$ cat src/rtl/hdtc_defs.vh
/*
 header of register addresses, command values, field positions and
 frame counts for the half-duplex transcode control block.
 assumes it is included by bare name from the fifo and top design files.
*/
`ifndef HDTC_DEFS_VH
`define HDTC_DEFS_VH
`define HDTC_A_IN_BYTE 8'h48
`define HDTC_A_IN_WORD 8'h49
`define HDTC_A_IN_FMT 8'h4a
`define HDTC_A_OUT_BYTE 8'h4c
`define HDTC_A_OUT_WORD 8'h4d
`define HDTC_A_OUT_FMT 8'h4e
`define HDTC_A_FLUSH 8'h50
`define HDTC_A_THRESH 8'h51
`define HDTC_A_SRC_FMT 8'h54
`define HDTC_A_RES_FMT 8'h56
`define HDTC_A_VOC_OPT 8'h5e
`define HDTC_A_MODE 8'h6b
`define HDTC_A_FLAGS 8'h7e
`define HDTC_FLUSH_BOTH 16'h8080
`define HDTC_FMT_ALAW_PACKED 16'h0011
`define HDTC_FMT_VOCODER 16'h0005
`define HDTC_MODE_ROUTE_HOST 16'h0110
`define HDTC_MODE_RUN_HOST 16'h0111
`define HDTC_RUN_IDLE 2'h0
`define HDTC_RUN_HALF 2'h1
`define HDTC_BIT_UNDERFLOW 1
`define HDTC_BIT_OUT_READY 2
`define HDTC_BIT_IN_TAKEN 3
`define HDTC_FRAME_SAMPLES 9'h0f0
`define HDTC_FIFO_WORDS 128
`define HDTC_FIFO_AW 7
`define HDTC_VOC_BYTES 8'h18
`define HDTC_FLAGS_RESET 16'h0000
`endif

$ cat src/rtl/hdtc_sync.v
/*
 three-stage synchroniser with agreement of stages two and three.
 assumes the input is asynchronous to clk.
*/
`default_nettype none
module hdtc_sync (
	input wire clk,
	input wire reset,
	input wire din,
	output reg dout
);
	reg s1;
	reg s2;
	reg s3;
	always @(posedge clk) begin
		if (reset) begin
			s1 <= 1'b0;
			s2 <= 1'b0;
			s3 <= 1'b0;
			dout <= 1'b0;
		end else begin
			s1 <= din;
			s2 <= s1;
			s3 <= s2;
			if (s2 == s3) begin
				dout <= s3;
			end
		end
	end
endmodule
`default_nettype wire

$ cat src/rtl/hdtc_fifo.v
/*
 synchronous word fifo with flush, level and honest full and empty.
 assumes one clock; push when full and pop when empty are ignored.
*/
`default_nettype none
`include "hdtc_defs.vh"
module hdtc_fifo (
	input wire clk,
	input wire reset,
	input wire flush,
	input wire push,
	input wire [15:0] wdata,
	input wire pop,
	output wire [15:0] rdata,
	output wire full,
	output wire empty,
	output reg [7:0] level
);
	reg [15:0] mem [0:`HDTC_FIFO_WORDS-1];
	reg [`HDTC_FIFO_AW-1:0] wp;
	reg [`HDTC_FIFO_AW-1:0] rp;
	wire do_push;
	wire do_pop;
	assign full = (level == 8'h80);
	assign empty = (level == 8'h00);
	assign do_push = push && !full;
	assign do_pop = pop && !empty;
	assign rdata = mem[rp];
	always @(posedge clk) begin
		if (do_push && !flush) begin
			mem[wp] <= wdata;
		end
	end
	always @(posedge clk) begin
		if (reset || flush) begin
			wp <= 7'h00;
			rp <= 7'h00;
			level <= 8'h00;
		end else begin
			if (do_push) begin
				wp <= wp + 7'h01;
			end
			if (do_pop) begin
				rp <= rp + 7'h01;
			end
			if (do_push && !do_pop) begin
				level <= level + 8'h01;
			end else if (do_pop && !do_push) begin
				level <= level - 8'h01;
			end
		end
	end
endmodule
`default_nettype wire

$ cat src/rtl/hdtc_top.v
/*
 host-facing control of a half-duplex transcoder: serial register port,
 audio fifos, format and routing selection, frame priming, fill-count
 flags and underflow. assumes a serial port sampled on clk (spi mode 0,
 msb first, 8-bit address with bit 7 set for read, 16-bit data).
*/
// Contract
// - writing 8080 to flush control empties both audio fifos
// - source format 0011 unpacks each word into two A-law samples
// - result format 0005 yields vocoder frames, not pcm
// - mode 0110 routes host fifos as source and destination, idle
// - encoding starts only once 240 samples have gathered
// - threshold 2801 flags one output frame or 0x28 input words taken
// - mode 0111 starts transcoding, waiting for enough input
// - flag bit 2 marks output ready, bit 3 input consumed
// - transcoding continues while input lasts and mode bits unchanged
// - word port streams back-to-back, byte port separate, out likewise
// - input starving a running conversion is reported as underflow
`default_nettype none
`include "hdtc_defs.vh"
module hdtc_top (
	input wire clk,
	input wire reset,
	input wire sclk,
	input wire csn,
	input wire mosi,
	output reg miso,
	output reg miso_oe_n,
	output reg running,
	output reg underflow
);
	localparam ST_IDLE = 2'd0;
	localparam ST_ADDR = 2'd1;
	localparam ST_DATA = 2'd2;
	localparam RN_WAIT = 2'd0;
	localparam RN_PRODUCE = 2'd1;
	localparam [15:0] ROUTE_HOST = `HDTC_MODE_ROUTE_HOST;

	function [15:0] pack_ab;
		input [7:0] a;
		input [7:0] b;
		begin
			pack_ab = {a, b};
		end
	endfunction

	wire sclk_s;
	wire csn_s;
	wire mosi_s;
	hdtc_sync u_sclk (.clk(clk), .reset(reset), .din(sclk), .dout(sclk_s));
	wire cs_act;
	hdtc_sync u_csn (.clk(clk), .reset(reset), .din(!csn), .dout(cs_act));
	assign csn_s = !cs_act;
	hdtc_sync u_mosi (.clk(clk), .reset(reset), .din(mosi), .dout(mosi_s));

	reg sclk_q;
	wire rise;
	wire fall;
	assign rise = sclk_s && !sclk_q;
	assign fall = !sclk_s && sclk_q;

	reg [1:0] st;
	reg [4:0] bitn;
	reg [7:0] addr;
	reg [15:0] shin;
	reg [15:0] shout;
	reg [15:0] src_fmt;
	reg [15:0] res_fmt;
	reg [15:0] thresh;
	reg [15:0] mode;
	reg [15:0] voc_opt;
	reg [15:0] in_fmt;
	reg [15:0] flags;
	reg [15:0] out_fmt;
	reg byte_half;
	reg [7:0] byte_hold;
	reg [8:0] samples;
	reg [7:0] in_taken;
	reg [7:0] out_frames;
	reg [7:0] produced;
	reg [1:0] rn;
	reg [15:0] acc;
	reg word_go;
	reg out_last;
	reg [15:0] flag_snap;

	reg wr_stb;
	reg rd_stb;
	reg in_push;
	reg [15:0] in_wdata;
	reg out_push;
	reg [15:0] out_wdata;
	reg in_pop;
	reg out_pop;
	wire [15:0] in_rdata;
	wire [15:0] out_rdata;
	wire in_full;
	wire in_empty;
	wire out_full;
	wire out_empty;
	wire [7:0] in_level;
	wire [7:0] out_level;
	wire flush_now;
	wire is_pcm_out;
	wire is_packed;
	wire frame_ready;
	wire run_mode;
	wire host_route;

	assign flush_now = wr_stb && addr == `HDTC_A_FLUSH &&
		shin == `HDTC_FLUSH_BOTH;
	assign is_packed = (src_fmt == `HDTC_FMT_ALAW_PACKED);
	assign is_pcm_out = (res_fmt != `HDTC_FMT_VOCODER);
	assign run_mode = (mode[1:0] == `HDTC_RUN_HALF);
	assign host_route = (mode[15:4] == ROUTE_HOST[15:4]);
	assign frame_ready = (samples >= `HDTC_FRAME_SAMPLES);

	hdtc_fifo u_in (
		.clk(clk), .reset(reset), .flush(flush_now),
		.push(in_push), .wdata(in_wdata), .pop(in_pop),
		.rdata(in_rdata), .full(in_full), .empty(in_empty),
		.level(in_level)
	);
	hdtc_fifo u_out (
		.clk(clk), .reset(reset), .flush(flush_now),
		.push(out_push), .wdata(out_wdata), .pop(out_pop),
		.rdata(out_rdata), .full(out_full), .empty(out_empty),
		.level(out_level)
	);

	// serial port: address byte then 16-bit data words, streamed
	always @(posedge clk) begin
		wr_stb <= 1'b0;
		rd_stb <= 1'b0;
		word_go <= 1'b0;
		if (reset) begin
			sclk_q <= 1'b0;
			st <= ST_IDLE;
			bitn <= 5'd0;
			addr <= 8'h00;
			shin <= 16'h0000;
			shout <= 16'h0000;
			miso <= 1'b0;
			miso_oe_n <= 1'b1;
		end else begin
			sclk_q <= sclk_s;
			if (csn_s) begin
				st <= ST_IDLE;
				miso_oe_n <= 1'b1;
			end else begin
				case (st)
				ST_IDLE: begin
					st <= ST_ADDR;
					bitn <= 5'd0;
				end
				ST_ADDR: begin
					if (rise) begin
						addr <= {addr[6:0], mosi_s};
						bitn <= bitn + 5'd1;
						if (bitn == 5'd7) begin
							st <= ST_DATA;
							bitn <= 5'd0;
							rd_stb <= addr[6];
						end
					end
				end
				ST_DATA: begin
					if (rise) begin
						shin <= {shin[14:0], mosi_s};
						word_go <= (bitn == 5'd0) && addr[7];
						bitn <= bitn + 5'd1;
						if (bitn == 5'd15) begin
							bitn <= 5'd0;
							wr_stb <= !addr[7];
							rd_stb <= addr[7];
						end
					end
					if (fall && addr[7]) begin
						miso_oe_n <= 1'b0;
						miso <= shout[15];
						shout <= {shout[14:0], 1'b0};
					end
				end
				default: st <= ST_IDLE;
				endcase
				if (rd_stb) begin
					case ({1'b0, addr[6:0]})
					`HDTC_A_OUT_BYTE: shout <= {out_rdata[7:0], 8'h00};
					`HDTC_A_OUT_WORD: shout <= out_rdata;
					`HDTC_A_OUT_FMT: shout <= out_fmt;
					`HDTC_A_FLAGS: shout <= flags;
					default: shout <= 16'h0000;
					endcase
				end
			end
		end
	end

	// register writes and host fifo access
	always @(posedge clk) begin
		in_push <= 1'b0;
		out_pop <= 1'b0;
		if (reset) begin
			src_fmt <= 16'h0000;
			res_fmt <= 16'h0000;
			thresh <= 16'h0000;
			mode <= 16'h0000;
			voc_opt <= 16'h0000;
			in_fmt <= 16'h0000;
			in_wdata <= 16'h0000;
			byte_half <= 1'b0;
			byte_hold <= 8'h00;
		end else begin
			if (flush_now) begin
				byte_half <= 1'b0;
			end
			if (word_go && {1'b0, addr[6:0]} == `HDTC_A_OUT_WORD) begin
				out_pop <= 1'b1;
			end
			if (word_go && {1'b0, addr[6:0]} == `HDTC_A_OUT_BYTE) begin
				out_pop <= 1'b1;
			end
			if (wr_stb) begin
				case (addr)
				`HDTC_A_IN_WORD: begin
					in_push <= 1'b1;
					in_wdata <= shin;
				end
				`HDTC_A_IN_BYTE: begin
					byte_half <= !byte_half;
					byte_hold <= shin[7:0];
					if (byte_half) begin
						in_push <= 1'b1;
						in_wdata <= pack_ab(byte_hold, shin[7:0]);
					end
				end
				`HDTC_A_IN_FMT: in_fmt <= shin;
				`HDTC_A_THRESH: thresh <= shin;
				`HDTC_A_SRC_FMT: src_fmt <= shin;
				`HDTC_A_RES_FMT: res_fmt <= shin;
				`HDTC_A_VOC_OPT: voc_opt <= shin;
				`HDTC_A_MODE: mode <= shin;
				default: in_wdata <= in_wdata;
				endcase
			end
		end
	end

	// sample gathering and frame conversion engine
	always @(posedge clk) begin
		in_pop <= 1'b0;
		out_push <= 1'b0;
		out_last <= 1'b0;
		if (reset || flush_now) begin
			samples <= 9'd0;
			rn <= RN_WAIT;
			produced <= 8'h00;
			out_fmt <= 16'h0000;
			out_wdata <= 16'h0000;
			acc <= 16'h0000;
			running <= 1'b0;
		end else begin
			running <= run_mode && host_route;
			case (rn)
			RN_WAIT: begin
				if (run_mode && host_route && !frame_ready &&
					!in_empty && !in_pop) begin
					in_pop <= 1'b1;
					acc <= acc ^ in_rdata;
					samples <= samples + (is_packed ? 9'd2 : 9'd1);
				end
				if (run_mode && host_route && frame_ready) begin
					rn <= RN_PRODUCE;
					produced <= 8'h00;
				end
			end
			RN_PRODUCE: begin
				if (!run_mode) begin
					rn <= RN_WAIT;
				end else if (!out_full) begin
					out_push <= 1'b1;
					out_wdata <= acc ^ {8'h00, produced};
					produced <= produced + 8'h01;
					if (is_pcm_out ? produced == 8'hef :
						produced == `HDTC_VOC_BYTES - 8'h01) begin
						rn <= RN_WAIT;
						samples <= 9'd0;
						out_last <= 1'b1;
						out_fmt <= is_pcm_out ? 16'h00f0 :
							{8'h00, `HDTC_VOC_BYTES};
					end
				end
			end
			default: rn <= RN_WAIT;
			endcase
		end
	end

	// fill-count flags and underflow; a new event wins over a read clear
	reg flag_rd;
	reg starve_q;
	wire starve;
	wire out_ev;
	wire in_ev;
	assign starve = run_mode && host_route && rn == RN_WAIT &&
		in_empty && samples != 9'd0;
	assign out_ev = out_last && thresh[7:0] != 8'h00 &&
		out_frames + 8'h01 >= thresh[7:0];
	assign in_ev = in_pop && thresh[15:8] != 8'h00 &&
		in_taken + 8'h01 >= thresh[15:8];
	always @(posedge clk) begin
		flag_rd <= word_go && {1'b0, addr[6:0]} == `HDTC_A_FLAGS;
		if (rd_stb && {1'b0, addr[6:0]} == `HDTC_A_FLAGS) begin
			flag_snap <= flags;
		end
		if (reset || flush_now) begin
			flags <= `HDTC_FLAGS_RESET;
			in_taken <= 8'h00;
			out_frames <= 8'h00;
			starve_q <= 1'b0;
			underflow <= 1'b0;
			flag_snap <= 16'h0000;
		end else begin
			starve_q <= starve;
			if (flag_rd) begin
				flags <= flags & ~flag_snap;
			end
			if (in_pop) begin
				in_taken <= in_ev ? 8'h00 : in_taken + 8'h01;
			end
			if (out_ev) begin
				out_frames <= 8'h00;
			end else if (out_last) begin
				out_frames <= out_frames + 8'h01;
			end
			if (out_ev) begin
				flags[`HDTC_BIT_OUT_READY] <= 1'b1;
			end
			if (in_ev) begin
				flags[`HDTC_BIT_IN_TAKEN] <= 1'b1;
			end
			if (starve && !starve_q) begin
				flags[`HDTC_BIT_UNDERFLOW] <= 1'b1;
			end
			underflow <= flags[`HDTC_BIT_UNDERFLOW];
		end
	end
endmodule
`default_nettype wire

$ cat config.mk
export PLATFORM = sky130hd
export DESIGN_NAME = hdtc_top
export DESIGN_NICKNAME = d
export VERILOG_FILES = /design/src/rtl/hdtc_sync.v /design/src/rtl/hdtc_fifo.v /design/src/rtl/hdtc_top.v
export VERILOG_INCLUDE_DIRS = /design/src /design/src/rtl
export SDC_FILE = /design/constraint.sdc
export NUM_CORES = 2
export LEC_CHECK = 0
export ABC_AREA = 1
export BUFFER_PORTS_ARGS = -buffer_cell sky130_fd_sc_hd__buf_2
export CORE_MARGIN = 1
export CORE_UTILIZATION = 30
export DETAILED_ROUTE_END_ITERATION = 12
export SETUP_SLACK_MARGIN = 0.2
export SLEW_MARGIN = 20
export SYNTH_ARGS = -nofsm -noshare
export SYNTH_HDL_FRONTEND = slang
export SYNTH_SLANG_ARGS = --single-unit
$ cat constraint.sdc
create_clock -name clk -period 4.4 [get_ports clk]
set_clock_uncertainty 0.1 [all_clocks]
set_input_delay 0.44 -clock clk [delete_from_list [all_inputs] [get_ports clk]]
set_output_delay 0.44 -clock clk [all_outputs]
set_load 0.05 [all_outputs]
==> results by group <==
Outcome
  – Run status: complete, no violations

Floorplan
  – Die W: 769.5 um
  – # IOs: 9
  – Die area: 592200 sq um
  – Chip height: 769.5 um
  – Row Count: 281
  – Initial core utilization: 30.15%
  – Core area: 586100 sq um

Pwr
  – Clk network pwr share: 45.3%
  – Register share of total power: 54.6%
  – Lkg Pwr: 62.69 nW
  – NetSw: 0.01669 W
  – Comb power frac: 0.1%
  – Power per cell area: 408.9 nW/um^2
  – Switching Fraction: 20.19%
  – Int Pwr: 0.06598 W
  – Max IR drop VDD: 0.0003827 V

Placement
  – Gpl congestion: 0.8704
  – DP HPWL: 276.2 mm
  – PortBufs: 8

Worst setup path
  – Critical path capture point type: flop
  – Startpoint Class: flop
  – CP Cell Sequence: inv_1, nand3_1, inv_1, nand4_1, inv_1, nor2_1, inv_1, ha_1, inv_1, ha_1, a21oi_1, nand2_1, a21oi_1, o21bai_1, nand2_1, nand2_1, a21oi_1, nor2_1, nor2_1, nand2_1, nand2_1, nand2_1, nor2_1
  – Slowest Stage Delay on Critical Path: 370 ps
  – R2r endpoint: u_in.level[7]$_SDFFE_PP0P_
  – Crit-path slowest cell: ha_1
  – Worst-path fanout max: 7
  – Crit. Startpoint: u_in.level[0]$_SDFFE_PP0P_
  – R2r setup slk: 650 ps
  – Worst R2R Path Depth: 23
  – Worst reg2reg path startpoint: u_in.level[0]$_SDFFE_PP0P_
  – WP data required: 5290 ps
  – Cell mode on critical path: nand2_1
  – Worst setup path class: reg -> reg
  – Data arrival, critical path: 4640 ps

Clocking
  – Clk_lat worst skew: 1110 ps
  – CTS hold repair buffers: 7
  – Post-CTS Setup Bufs: 0
  – Clock sinks: 4416
  – Reg clk slew, reported paths: 60 ps
  – Number of buffers created by CTS: 448
  – Post_cts resized: 0
  – H-tree levels: 5
  – CTS root buf: clkbuf_16
  – TritonCTS clock tree: yes
  – CTS Buffer Depth: 4

Global routing
  – Vias in the first global route: 108.5k
  – First-pass GRT wire length: 728.8 mm
  – Total gr overflow: 0
  – Overall routing resource usage: 16.05%
  – Initial antenna violation count: 11
  – Largest net degree at the start of global routing: 168

Logic synthesis
  – Synth Cell Area: 176700 sq um
  – Syn Inst Count: 14.81k
  – Syn avg cell area: 11.93 sq um
  – Post-synth EDFFs: 4096
  – Async SR Flop Fraction: 0%
  – Register area share after synthesis: 73.22%
  – Mapped Nets: 14.86k
  – Top FF cell, synth: edfxtp_1
  – Count of cell types in the netlist: 54
  – Synth warnings: 0
  – Synthesized flop and latch total: 4416

STA
  – Final worst path period need: 3753 ps
  – Worst-Margin Slew: 1301 ps
  – RSZ-0062 raised after global routing: false
  – Fin. max-slew vios: 0
  – Max_slew headroom: 13.26%
  – Setup_tns: 0 ps
  – Worst Hold Slack: 301.6 ps
  – Final setup viols: 0
  – Tcrit/Tclk final: 85.29%
  – Hold Vio Cnt, Final: 0
  – Highest Clock Rate: 0.2665 GHz

Worst hold path
  – Tightest Hold Check Type: reg -> reg
  – Hold Path Sink: u_sclk.s2$_SDFF_PP0_
  – Worst hold start: u_sclk.s1$_SDFF_PP0_
  – WHS Path Cells: 2

Cells and area
  – Share of post-route cells with drive strength above 1: 8.448%
  – Top flop regs: u_in.mem x2048, u_out.mem x2048
  – Area Growth Syn to Fin: 14.39%
  – Nets: 14.88k

Detailed routing
  – Drt first pass iters: 6
  – Wire length per cell: 21.64 um
  – Via count: 117.2k
  – Post-route ant nets: 0
  – # DRC: 0
  – Routed WL: 497.8 mm
  – DR vias/cell: 5.093
  – Detailed Route Iter0 Violations: 13.91k

Flow run
  – Max-cap check violation count: 0
[kinds of logic after synthesis]
logic type	synth area share (%)
AND/OR/NAND/NOR	16.99
flip-flops	73.22
adder cells (fa/ha/maj)	0.3667
AO/OA/AOI/OAI	6.123
buffers and inverters	3.104
XOR/XNOR	0.1933
[layer usage]
metal | up-vias | wire [um] | GRT usage (%)
li1 | 53410 | - | -
met1 | 57950 | 212000 | 22.68
met2 | 4941 | 225900 | 25.03
met3 | 858 | 41970 | 2.680
met4 | 2 | 17890 | 5.476
met5 | - | 15 | 0
[synth_stat cells, drive strengths merged (8+ instances only)]
| cell | instances | area [sq um] |
|---|---|---|
| nor3b | 8 | 60.06 |
| a211oi | 18 | 135.1 |
| edfxtp | 4096 | 123000 |
| a31oi | 11 | 75.07 |
| buf | 511 | 2700 |
| nor4 | 18 | 112.6 |
| dfxtp | 320 | 6406 |
| nor2 | 1379 | 5181 |
| ha | 47 | 588.1 |
| o21ai | 1186 | 5936 |
| nand3 | 2615 | 13090 |
| nor3 | 46 | 255.3 |
| o22ai | 497 | 3109 |
| xnor2 | 18 | 157.7 |
| nand2 | 2920 | 10970 |
| inv | 260 | 983.4 |
| nand4 | 44 | 275.3 |
| clkbuf | 474 | 1780 |
| xor2 | 21 | 183.9 |
| a21oi | 274 | 1371 |
[layout make-up]
type / count / area, sq um
antenna: 10 / 25.02
clock buffer: 542 / 11820
clock inverter: 291 / 2678
fill: 56990 / 383900
inverter: 265 / 1085
multi-input combinational: 9142 / 41960
sequential: 4416 / 129600
tap: 7782 / 9737
timing repair buffer: 554 / 5308
[worst max-delay path: cells and delay by family, from the launching register on]
family / cells / cell delay (ps)
AO/OA/AOI/OAI: 4 / 610
adder cells (fa/ha/maj): 2 / 660
buffers and inverters: 5 / 730
flip-flops: 1 / 330
AND/OR/NAND/NOR: 12 / 1260
[cells in the final DEF (no fill, tap or decap), types with 8 or more instances in the layout]
cell	synthesis	routed
edfxtp_1	4096	4096
nand2_1	2918	2918
nand3_1	2615	2611
nor2_1	1377	1373
o21ai_0	1178	1178
o22ai_1	497	497
clkbuf_16	0	456
buf_4	39	447
dfxtp_1	320	278
a21oi_1	274	274
inv_1	254	249
clkinv_1	3	118
clkinv_2	2	98
buf_12	0	92
clkbuf_1	473	77
ha_1	47	47
nand4_1	44	44
dfxtp_4	0	40
bufinv_16	0	27
nor3_1	41	24
nor3_2	5	22
xor2_1	21	21
clkinv_16	0	21
xnor2_1	18	18
nor4_1	18	18
a211oi_1	18	18
diode_2	0	10
a31oi_1	10	10
clkinvlp_4	0	10
inv_16	0	8
o21ai_1	8	8
nor3b_1	8	8
clkbuf_8	0	8
buf_2	367	8
[metrics by stage]
stage                     util, %  cell area (sq um)  worst slack, ps  power, W  std cells
final                       34.49             202200            647.4   0.08266      23000
after global routing        34.49             202100            419.2   0.08470      22990
after CTS                   34.49             202100            725.8   0.08320      22990
after detailed placement    32.00             187600            757.6   0.04611      22150
after global placement      32.00             187600            494.1   0.04611      22150
after floorplan                 -             176700             1466   0.04610      14810
[worst max-delay path by stage]
stage / endpoint / cells after the start
2_1_floorplan: u_out.mem[12][0]$_DFFE_PP_ / 9
3_3_place_gp: u_in.level[7]$_SDFFE_PP0P_ / 23
3_5_place_dp: u_in.level[7]$_SDFFE_PP0P_ / 23
4_1_cts: u_in.level[7]$_SDFFE_PP0P_ / 23
5_1_grt: u_in.level[7]$_SDFFE_PP0P_ / 23
6_report: u_in.level[7]$_SDFFE_PP0P_ / 23
[power groups by stage]
| stage | sequential, W | combinational, W | clock, W |
|---|---|---|---|
| 3_3_place_gp | 0.0460 | 0.0000851 | 0 |
| 3_5_place_dp | 0.0460 | 0.0000844 | 0 |
| 6_report | 0.0451 | 0.0000910 | 0.0374 |
| 5_1_grt | 0.0451 | 0.0000997 | 0.0395 |
| 2_1_floorplan | 0.0460 | 0.0000550 | 0 |
| 4_1_cts | 0.0451 | 0.0000893 | 0.0380 |
Power figures use the tool's default switching activity.
